===== src/repeater_pkg.sv =====
/*
 Shared constants and types of the seven-port repeater core.
 Assumes a 50 MHz core clock and a 10 Mb/s network bit rate.
*/
// Contract
// - seven identical per-port logic slices
// - port one always in external AUI mode
// - ports two to seven select transceiver type
// - each port partitions its faulty segment
// - per-port status register takes configuration writes
// - port logic picks receive or transmit
// - one shared 32-bit elasticity buffer
// - data muxed to decoder, activity to sequencer
// - transmit buffer data or 1010 pattern
// - timers enforce the six repeater intervals
// - decoder gives NRZ data, clock, enable
// - preamble sent early on other segments
// - buffer stores cascade stream after SFD
// - no readout before full preamble sent
// - buffered data Manchester encoded for transmit
// - cascade bus shares data and collisions
// - freeze LEDs 30 ms, strobe, end early
// - display cycle takes about 1.6 us
// - 4-bit data and address bus shared
// - arbiter schedules, display owns bus default
// - access enables buffer and sets direction
// - drive and sense source port activity
// - other-port activity on transmit or multi collision
package repeater_pkg;
	localparam int NPORTS = 7;
	localparam int CLK_NS = 20;
	localparam int BIT_NS = 100;
	localparam int BIT_CYC = BIT_NS / CLK_NS;
	localparam int HALF_CYC = BIT_CYC / 2;
	localparam int DISP_NS = 1600;
	localparam int DISP_CYC = DISP_NS / CLK_NS;
	localparam int SLOT_CYC = DISP_CYC / NPORTS;
	localparam int SLOT_WR = SLOT_CYC / 2;
	localparam int FREEZE_MS = 30;
	localparam int FREEZE_CYC = FREEZE_MS * 1000000 / CLK_NS;
	localparam int EB_BITS = 32;
	localparam int PRE_BITS = 64;
	localparam int JAM_BITS = 96;
	localparam int COL_LIMIT = 31;
	localparam logic [7:0] LAST_PORT_OFS = 8'h18;
	localparam logic [7:0] CORE_OFS = 8'h20;
	localparam int F_DIS = 0;
	localparam int F_EXT = 1;
	localparam int F_SQL = 2;

	typedef enum logic [2:0] {S_IDLE, S_PRE, S_DATA, S_JAM, S_RECOV} core_state_t;

	typedef struct packed {
		logic [6:0] act;
		logic [6:0] col;
		logic [6:0] dat;
		logic source_port_activity;
		logic anyx;
		logic cd;
		logic ce;
		logic cc;
	} pins_t;

	typedef struct packed {
		logic [3:0] addr;
		logic [3:0] data;
		logic data_oe;
		logic buf_en;
		logic buf_rd;
	} disp_bus_t;
endpackage


===== src/multiport_repeater_core.sv =====
/*
 Seven-port repeater core: port slices, core sequencer, elasticity buffer,
 decoder/encoder, cascade bus, LED scheduler and APB register slave.
 Assumes pins are asynchronous to CORE_CLK_I and open-drain lines are
 resolved outside.
*/
`timescale 1ns/100ps
module multiport_repeater_core import repeater_pkg::*; #(
	parameter int TW1 = 96,
	parameter int TW2 = 96,
	parameter int TW3 = 50000,
	parameter int TW4 = 9600,
	parameter int TW5 = 2000,
	parameter int TW6 = 512,
	parameter int FREEZE = FREEZE_CYC
) (
	// Clock and reset
	input wire logic CORE_CLK_I,
	input wire logic RSTN_I,
	// APB slave
	input wire logic PSEL_I,
	input wire logic PENABLE_I,
	input wire logic PWRITE_I,
	input wire logic [7:0] PADDR_I,
	input wire logic [31:0] PWDATA_I,
	output logic [31:0] PRDATA_O,
	output logic PREADY_O,
	output logic PSLVERR_O,
	// Network ports
	input wire logic [6:0] RX_ACT_I,
	input wire logic [6:0] RX_COL_I,
	input wire logic [6:0] RX_DATA_I,
	output logic [6:0] TX_EN_O,
	output logic [6:0] TX_DATA_O,
	output logic [6:0] XCVR_EXT_O,
	output logic [6:0] SQUELCH_HI_O,
	// Open-drain activity lines
	input wire logic SOURCE_PORT_ACTIVITY_N_I,
	output logic SOURCE_PORT_ACTIVITY_N_O,
	output logic SOURCE_PORT_ACTIVITY_N_OE_O,
	input wire logic OTHER_PORT_ACTIVITY_N_I,
	output logic OTHER_PORT_ACTIVITY_N_O,
	output logic OTHER_PORT_ACTIVITY_N_OE_O,
	// Cascade bus
	input wire logic CASC_DATA_I,
	input wire logic CASC_EN_I,
	input wire logic CASC_CLK_I,
	output logic CASC_DATA_O,
	output logic CASC_EN_O,
	output logic CASC_CLK_O,
	output logic PKT_DRIVE_O,
	// Display bus
	output logic [3:0] DISP_ADDR_O,
	output logic [3:0] DISP_DATA_O,
	output logic DISP_DATA_OE_O,
	output logic BUF_EN_O,
	output logic BUF_READ_O,
	output logic DISPLAY_FROZEN_STROBE_N_O
);
	typedef struct packed {
		pins_t s1;
		pins_t s2;
		logic ccp;
		core_state_t cs;
		logic [2:0] portn;
		logic local_src;
		logic [3:0] bitc;
		logic [19:0] tmr;
		logic [19:0] jab;
		logic [6:0] pre;
		logic [EB_BITS-1:0] eb;
		logic [4:0] wp;
		logic [4:0] rp;
		logic [5:0] cnt;
		logic sfd;
		logic prevd;
		logic txbit;
		logic [6:0] txen;
		logic [6:0] txd;
		logic [6:0] dis;
		logic [6:0] ext;
		logic [6:0] sq;
		logic [6:0] part;
		logic [6:0] hadcol;
		logic [6:0] wasact;
		logic [6:0][4:0] ccnt;
		logic [6:0][15:0] len;
		logic dec_d;
		logic dec_c;
		logic dec_e;
		logic act_oe;
		logic anyx_oe;
		logic od_lvl;
		logic [6:0] slot;
		logic [20:0] fct;
		logic frozen;
		logic strobe_n;
		logic anyact;
		logic [6:0][3:0] snap;
		disp_bus_t bus;
		logic rdy;
		logic err;
		logic [31:0] rdata;
	} st_t;

	st_t q;
	st_t n;
	logic [6:0] ok;
	logic [6:0] col_ok;
	logic [6:0][3:0] led;
	logic [6:0][31:0] preg;
	logic tick, mid, sys_act, sys_col, any_rx, col_seen, txcol, wr, rd, act_now;
	logic port_hit, core_hit;
	logic [2:0] first, ncol, pi;
	logic [6:0] sub, pidx;
	logic [31:0] rd_word;

	for (genvar i = 0; i < NPORTS; i++) begin : g_port
		assign ok[i] = q.s2.act[i] & ~q.dis[i] & ~q.part[i];
		assign col_ok[i] = ok[i] & q.s2.col[i];
		assign led[i] = {q.part[i], col_ok[i], ok[i], q.txen[i]};
		assign preg[i] = {25'h0, q.txen[i], col_ok[i], ok[i], q.part[i], q.sq[i], q.ext[i], q.dis[i]};
	end

	always_comb begin
		n = q;
		n.s1 = {RX_ACT_I, RX_COL_I, RX_DATA_I, SOURCE_PORT_ACTIVITY_N_I, OTHER_PORT_ACTIVITY_N_I,
			CASC_DATA_I, CASC_EN_I, CASC_CLK_I};
		n.s2 = q.s1;
		n.ccp = q.s2.cc;
		tick = q.bitc == 4'(BIT_CYC - 1);
		mid = q.bitc == 4'(HALF_CYC);
		n.bitc = tick ? 4'h0 : q.bitc + 4'h1;
		sys_act = ~q.s2.source_port_activity;
		sys_col = ~q.s2.anyx;
		any_rx = |ok;
		first = 3'h0;
		ncol = 3'h0;
		for (int i = NPORTS - 1; i >= 0; i--) begin
			if (ok[i])
				first = 3'(i);
			ncol = ncol + {2'h0, col_ok[i]};
		end
		txcol = |(col_ok & q.txen);
		col_seen = (|col_ok) | sys_col;
		act_now = any_rx | sys_act;
		// Active segment's activity drives the source line; transmit or multiple collisions drive the other line
		n.act_oe = any_rx;
		n.anyx_oe = txcol | (ncol > 3'h1);
		// Cascade stream into the buffer, stored only after the delimiter
		wr = q.s2.ce & q.s2.cc & ~q.ccp & (q.cs == S_PRE || q.cs == S_DATA);
		rd = tick & (q.cs == S_DATA) & (q.cnt != 6'h0);
		if (wr) begin
			n.prevd = q.s2.cd;
			if (!q.sfd) begin
				n.sfd = q.prevd & q.s2.cd;
			end else begin
				n.eb[q.wp] = q.s2.cd;
				n.wp = q.wp + 5'h1;
			end
		end
		if (rd)
			n.rp = q.rp + 5'h1;
		n.cnt = q.cnt + {5'h0, wr & q.sfd} - {5'h0, rd};
		unique case (q.cs)
			S_IDLE: begin
				if (act_now) begin
					n.cs = S_PRE;
					n.portn = first;
					n.local_src = any_rx;
					// Entry bit is the first preamble bit, counted here
					n.pre = 7'h1;
					// Stale delimiter history would fake an early SFD
					n.prevd = 1'b0;
					n.jab = 20'h0;
					n.wp = 5'h0;
					n.rp = 5'h0;
					n.cnt = 6'h0;
					n.sfd = 1'b0;
				end
			end
			S_PRE, S_DATA: begin
				if (col_seen) begin
					n.cs = S_JAM;
					n.tmr = 20'(JAM_BITS - 1);
				end else if (tick) begin
					n.jab = q.jab + 20'h1;
					n.pre = q.pre + 7'h1;
					if (q.jab >= 20'(TW3)) begin
						n.cs = S_RECOV;
						n.tmr = 20'(TW4);
					end else if (q.cs == S_PRE && q.pre == 7'(PRE_BITS - 1)) begin
						n.cs = S_DATA;
					end else if (q.cs == S_DATA && q.cnt == 6'h0 && !act_now) begin
						n.cs = S_RECOV;
						n.tmr = 20'(TW1);
					end
				end
			end
			S_JAM: begin
				if (tick) begin
					if (q.tmr != 20'h0) begin
						n.tmr = q.tmr - 20'h1;
					end else if (!col_seen) begin
						n.cs = S_RECOV;
						n.tmr = 20'(TW2);
					end
				end
			end
			S_RECOV: begin
				if (tick) begin
					if (q.tmr == 20'h0)
						n.cs = S_IDLE;
					else
						n.tmr = q.tmr - 20'h1;
				end
			end
		endcase
		// Transmit bit: preamble ending in the delimiter, buffer data, or jam
		if (tick) begin
			if (q.cs == S_PRE)
				n.txbit = (q.pre >= 7'(PRE_BITS - 2)) | ~q.pre[0];
			else if (q.cs == S_DATA)
				n.txbit = (q.cnt != 6'h0) ? q.eb[q.rp] : 1'b1;
			else
				n.txbit = ~q.txbit;
		end
		// Restart the bit phase on entry, so no cut bit precedes the preamble
		if (q.cs == S_IDLE && n.cs == S_PRE) begin
			n.bitc = 4'h0;
			n.txbit = 1'b1;
		end
		for (int i = 0; i < NPORTS; i++) begin
			// Receiving segment is not echoed outside jam; partitioned ones still hear us
			n.txen[i] = ~q.dis[i] & ((n.cs == S_JAM) | ((n.cs == S_PRE || n.cs == S_DATA)
				& ~(n.local_src & (n.portn == 3'(i)))));
			n.txd[i] = n.txen[i] & ((n.bitc < 4'(HALF_CYC)) ? ~n.txbit : n.txbit);
			if (tick) begin
				n.wasact[i] = q.s2.act[i] & ~q.dis[i];
				if (q.s2.act[i] & ~q.dis[i]) begin
					if (q.len[i] != 16'hffff)
						n.len[i] = q.len[i] + 16'h1;
					if (q.s2.col[i])
						n.hadcol[i] = 1'b1;
					if (q.s2.col[i] && q.len[i] >= 16'(TW5))
						n.part[i] = 1'b1;
				end else if (q.wasact[i]) begin
					n.len[i] = 16'h0;
					n.hadcol[i] = 1'b0;
					if (q.hadcol[i]) begin
						n.ccnt[i] = q.ccnt[i] + 5'h1;
						if (q.ccnt[i] >= 5'(COL_LIMIT - 1))
							n.part[i] = 1'b1;
					end else if (q.len[i] >= 16'(TW6)) begin
						n.ccnt[i] = 5'h0;
						n.part[i] = 1'b0;
					end
				end
			end
		end
		// Decoder retimes the source port onto the cascade bus
		if (mid)
			n.dec_d = q.s2.dat[q.portn];
		if (mid)
			n.dec_c = 1'b0;
		else if (tick)
			n.dec_c = 1'b1;
		// Enable drops with the carrier, so the loopback stops filling the buffer
		n.dec_e = n.local_src & any_rx & (n.cs == S_PRE || n.cs == S_DATA || n.cs == S_JAM);
		// Display scheduler and freeze
		n.slot = (q.slot == 7'(DISP_CYC - 1)) ? 7'h0 : q.slot + 7'h1;
		sub = q.slot % 7'(SLOT_CYC);
		pidx = q.slot / 7'(SLOT_CYC);
		n.anyact = act_now;
		n.strobe_n = 1'b1;
		if (act_now) begin
			n.frozen = 1'b0;
			n.snap = led;
		end else if (q.anyact) begin
			n.frozen = 1'b1;
			n.strobe_n = 1'b0;
			n.fct = 21'(FREEZE - 1);
		end else if (q.frozen) begin
			if (q.fct == 21'h0)
				n.frozen = 1'b0;
			else
				n.fct = q.fct - 21'h1;
		end
		// Device owns the bus unless a register access is granted
		n.bus.data_oe = 1'b1;
		n.bus.buf_en = 1'b0;
		n.bus.buf_rd = 1'b0;
		pi = pidx[2:0];
		if (pidx < 7'(NPORTS) && sub == 7'(SLOT_WR)) begin
			n.bus.addr = {1'b0, pi};
			n.bus.data = q.frozen ? q.snap[pi] : led[pi];
		end
		port_hit = PADDR_I <= LAST_PORT_OFS && PADDR_I[1:0] == 2'h0;
		core_hit = PADDR_I == CORE_OFS;
		rd_word = 32'h0;
		if (port_hit)
			rd_word = preg[PADDR_I[4:2]];
		else if (core_hit)
			rd_word = {18'h0, q.frozen, q.part, q.portn, q.cs};
		n.rdy = 1'b0;
		n.err = 1'b0;
		// Grant only at a slot boundary, never over a display write
		if (PSEL_I && PENABLE_I && !q.rdy && sub == 7'h0) begin
			n.rdy = 1'b1;
			n.err = ~(port_hit | core_hit);
			n.rdata = rd_word;
			n.bus.addr = PADDR_I[5:2];
			n.bus.buf_en = 1'b1;
			n.bus.buf_rd = ~PWRITE_I;
			n.bus.data_oe = ~PWRITE_I;
			n.bus.data = rd_word[3:0];
		end
		if (q.rdy && PSEL_I && PENABLE_I && PWRITE_I && port_hit) begin
			n.dis[PADDR_I[4:2]] = PWDATA_I[F_DIS];
			n.sq[PADDR_I[4:2]] = PWDATA_I[F_SQL];
			n.ext[PADDR_I[4:2]] = PWDATA_I[F_EXT] | (PADDR_I[4:2] == 3'h0);
		end
	end

	always_ff @(posedge CORE_CLK_I or negedge RSTN_I) begin
		if (!RSTN_I) begin
			q <= '0;
			q.s1.source_port_activity <= 1'b1;
			q.s1.anyx <= 1'b1;
			q.s2.source_port_activity <= 1'b1;
			q.s2.anyx <= 1'b1;
			q.ext <= 7'h01;
			q.strobe_n <= 1'b1;
			q.bus.data_oe <= 1'b1;
		end else begin
			q <= n;
		end
	end

	assign PRDATA_O = q.rdata;
	assign PREADY_O = q.rdy;
	assign PSLVERR_O = q.err;
	assign TX_EN_O = q.txen;
	assign TX_DATA_O = q.txd;
	assign XCVR_EXT_O = q.ext;
	assign SQUELCH_HI_O = q.sq;
	assign SOURCE_PORT_ACTIVITY_N_O = q.od_lvl;
	assign SOURCE_PORT_ACTIVITY_N_OE_O = q.act_oe;
	assign OTHER_PORT_ACTIVITY_N_O = q.od_lvl;
	assign OTHER_PORT_ACTIVITY_N_OE_O = q.anyx_oe;
	assign CASC_DATA_O = q.dec_d;
	assign CASC_EN_O = q.dec_e;
	assign CASC_CLK_O = q.dec_c;
	assign PKT_DRIVE_O = q.dec_e;
	assign DISP_ADDR_O = q.bus.addr;
	assign DISP_DATA_O = q.bus.data;
	assign DISP_DATA_OE_O = q.bus.data_oe;
	assign BUF_EN_O = q.bus.buf_en;
	assign BUF_READ_O = q.bus.buf_rd;
	assign DISPLAY_FROZEN_STROBE_N_O = q.strobe_n;

	localparam int ARB_WAIT = SLOT_CYC + 1;
	localparam int DISP_LEN = DISP_CYC;
endmodule // multiport_repeater_core


===== config.mk =====
export PLATFORM = sky130hd
export DESIGN_NAME = multiport_repeater_core
export DESIGN_NICKNAME = d
export VERILOG_FILES = /design/src/repeater_pkg.sv /design/src/multiport_repeater_core.sv
export SDC_FILE = /design/constraint.sdc
export NUM_CORES = 1
export LEC_CHECK = 0
export ABC_AREA = 1
export BUFFER_PORTS_ARGS = -buffer_cell sky130_fd_sc_hd__buf_2
export CORE_AREA = 2 2 314 223
export DETAILED_ROUTE_END_ITERATION = 12
export DIE_AREA = 0 0 316 225
export GPL_TIMING_DRIVEN = 0
export PLACE_DENSITY_LB_ADDON = 0.1
export SYNTH_ARGS = -nofsm -noshare
export SYNTH_HDL_FRONTEND = slang
export SYNTH_SLANG_ARGS = --single-unit

===== constraint.sdc =====
create_clock -name CORE_CLK_I -period 8.73 [get_ports CORE_CLK_I]
set_input_delay 1.746 -clock CORE_CLK_I [delete_from_list [all_inputs] [get_ports CORE_CLK_I]]
set_output_delay 1.746 -clock CORE_CLK_I [all_outputs]
set_load 0.1 [all_outputs]

==> flow_metrics.env <==
export IMPL_ant_nets=0
export IMPL_path_buf_inv=6
export IMPL_design_die_area_um2=71100
export IMPL_seqPwrFrac=0.400
export IMPL_insertion_delay_ns=0.61
export IMPL_clkPwrFrac=0.399
export IMPL_slowest_delay_ns=0.52
export IMPL_yosysTopAreaCell="dfrtp_1"
export IMPL_vdd_ir_drop_max_mv=0.132
export IMPL_synthCells=2906
export IMPL_rsz0062_at_grt="false"
export IMPL_power_leakage_nw=13.0
export IMPL_pin_count=153
export IMPL_tns_ns=0
export IMPL_area_growth_synth_to_final_pct=15.8
export IMPL_maxCapViolCount=0
export IMPL_synth_edff_count=0
export IMPL_multi_input_area_um2=9750
export IMPL_final_cell_mix="inv_1, dfrtp_1, nand2_1, nor2_1, o21ai_0"
export IMPL_grt_pass1_vias=19100
export IMPL_timing_slew_headroom=0.0885
export IMPL_die_h_um=225
export IMPL_ys_ff_latch=455
export IMPL_fin_crit_ns=4.58
export IMPL_cts_setup_buffers=0
export IMPL_hpwlAfterDp_mm=49.7
export IMPL_pwr_share_comb=0.202
export IMPL_grt_ovfl_total=0
export IMPL_grt_max_degree=115
export IMPL_tightest_slew_ns=1.36
export IMPL_end_kind="flip-flop"
export IMPL_crit_top_cell="inv_1"
export IMPL_crit_arrival_ns=5.03
export IMPL_path_delay_family="simple AND/OR/NAND/NOR gates"
export IMPL_swShare=0.323
export IMPL_dp_cells=3934
export IMPL_htreeDepth=2
export IMPL_vias=20000
export IMPL_seq_area_frac_synth=0.483
export IMPL_hp_class="reg -> reg"
export IMPL_netSwitchingPower_mw=1.94
export IMPL_cp_max_fo=10
export IMPL_r2r_cells=18
export IMPL_cts_sinks=455
export IMPL_tritoncts="yes"
export IMPL_final_max_slew_viol_count=0
export IMPL_grt_pass1_wl_mm=107
export IMPL_gp_congestion=0.905
export IMPL_syn_area_um2=23600
export IMPL_final_common_cell="inv_1"
export IMPL_clock_fmax_mhz=218
export IMPL_drt_wirelength_per_cell_um=16.6
export IMPL_ys_flop_type="dfrtp_1"
export IMPL_synth_top_area_share=0.476
export IMPL_fin_skew_ns=0.0347
export IMPL_synth_cell_types=61
export IMPL_crit_type="reg -> reg"
export IMPL_rows=80
export IMPL_intPower_mw=4.08
export IMPL_whs_ns=0.344
export IMPL_grtUsageTotal=0.190
export IMPL_status="completed"
export IMPL_yosysWarnings=0
export IMPL_period_share=0.524
export IMPL_drive_above_1_share=0.110
export IMPL_coreArea_um2=67800
export IMPL_path_clk_slew_ns=0.06
export IMPL_cts_path_max_buffers=3
export IMPL_cp_start_kind="flip-flop"
export IMPL_cp_depth=18
export IMPL_async_flop_share=1.00
export IMPL_port_buffers=103
export IMPL_cts_resized=0
export IMPL_path_cells="inv_1, nand2_1, nor2_1, inv_1, nor2_1, inv_1, ha_1, nand3_1, nor2_2, inv_1, nor3_1, nor2_1, a21oi_1, inv_1, or3_1, o21ai_1, clkbuf_1, nor3_1"
export IMPL_synth_avg_cell_area_um2=8.11
export IMPL_die_w_um=316
export IMPL_remaining_drc_errors=0
export IMPL_wl_mm=67.1
export IMPL_fin_nets=3217
export IMPL_antenna_found_initial=0
export IMPL_hold_violations=0
export IMPL_antennaDiodeCount=0
export IMPL_netlist_top_cells_area="dfrtp_1, inv_1, nand2_1, nor2_1, o21ai_0"
export IMPL_drtPass1Iterations=6
export IMPL_cts_buffers=52
export IMPL_cp_required_ns=9.19
export IMPL_cp_slowest_cell="o21ai_1"
export IMPL_layout_area_seq_um2=11400
export IMPL_vias_per_cell=4.97
export IMPL_drtIter0Drc=1750
export IMPL_powerDensity_nw_per_um2=221
export IMPL_nFillCells=6954
export IMPL_hold_path_depth=0
export IMPL_start_util=0.348
export IMPL_stdcell_count=4032
export IMPL_setup_viol=0
export IMPL_hold_buffers=0
export IMPL_clockRootBuffer="clkbuf_16"
==> worst register-to-register path, stage by stage, from the launching register on <==
cell	delay [ns]
dfrtp_1	0.36
inv_1	0.14
nand2_1	0.28
nor2_1	0.20
inv_1	0.20
nor2_1	0.10
inv_1	0.19
ha_1	0.18
nand3_1	0.09
nor2_2	0.35
inv_1	0.23
nor3_1	0.27
nor2_1	0.11
a21oi_1	0.12
inv_1	0.17
or3_1	0.37
o21ai_1	0.52
clkbuf_1	0.40
nor3_1	0.15
==> power groups by stage <==
stage | sequential (mW) | combinational [mW] | clock [mW]
after global placement | 2.44 | 1.19 | 0
after global routing | 2.43 | 1.37 | 2.57
after floorplan | 2.47 | 0.806 | 0
final | 2.41 | 1.21 | 2.40
after detailed placement | 2.44 | 1.21 | 0
after CTS | 2.41 | 1.22 | 2.48
==> cell usage after synthesis, drive strengths merged (3+ instances only) <==
cell type / instances
fa: 4
a22oi: 14
nor4: 33
and3: 3
ha: 56
o31ai: 7
nand2: 461
o21a: 14
or3: 3
buf: 84
nor3b: 11
inv: 463
o221ai: 5
o211ai: 12
o21bai: 4
nor2: 338
o22ai: 19
o41ai: 4
nand4: 61
a211oi: 16
nor3: 117
a221oi: 10
o21ai: 246
dfrtp: 448
or2: 12
dfstp: 7
o2111ai: 4
o311ai: 3
xor2: 33
clkbuf: 35
a31oi: 23
a21oi: 192
xnor2: 5
nand3: 141
==> logic make-up after synthesis <==
family	count (synthesis)	synth area share
other	1	0.000159
buffers and inverters	584	0.106
and+or+nand+nor	1181	0.220
DFF	455	0.483
xor gates and xnor gates	38	0.0141
adders and majority gates	60	0.0331
muxes	2	0.000955
AOI/OAI and AO/OA	585	0.142
==> layer usage <==
metal	vias to the layer above	global-route usage	share of wire
met2	511	0.267	0.41
li1	9869	-	-
met3	92	0.0386	0.063
met4	0	0.0414	0.017
met5	-	0	0
met1	9577	0.296	0.51
==> metrics by stage <==
step                      utilization  area, µm²  power [mW]  setup WS [ns]
after floorplan                     -      23600        3.27           5.43
after global placement          0.373      25300        3.63          -3.84
after detailed placement        0.375      25400        3.65           4.16
after CTS                       0.403      27300        6.10           4.13
after global routing            0.403      27300        6.38           3.85
final                           0.403      27300        6.03           4.15
==> state kept, by name, summed over array words and instances, names as in the netlist, 4 cells and up <==
name          cells
n                27
TX_EN_O           7
PRDATA_O         14
preg              7
DISP_DATA_O       4
TX_DATA_O         7
SQUELCH_HI_O      7
XCVR_EXT_O        7
DISP_ADDR_O       4
led               7
q               354
==> area by class of cell <==
cell class,count,share of cell area
buffer,119,0.0275
clock buffer,69,0.0541
sequential,455,0.417
multi-input combinational,1886,0.357
tap,902,0.0413
timing repair buffer,107,0.0233
inverter,465,0.0642
clock inverter,29,0.0149
==> final timing paths <==
kind,from,endpoint,slack (ns)
min,n[447]$_DFF_PN0_,q[447]$_DFF_PN0_,0.34
max reg2reg,preg[0]$_DFFE_PN0P_,TX_EN_O[0]$_DFF_PN0_,4.15
min reg2reg,n[447]$_DFF_PN0_,q[447]$_DFF_PN0_,0.34
max in group asynchronous,RSTN_I,DISP_DATA_OE_O$_DFF_PN1_,6.24
min in group asynchronous,RSTN_I,q[136]$_DFFE_PN0P_,1.11
max,preg[0]$_DFFE_PN0P_,TX_EN_O[0]$_DFF_PN0_,4.15
No activity file was read; power rests on OpenSTA's default activity.
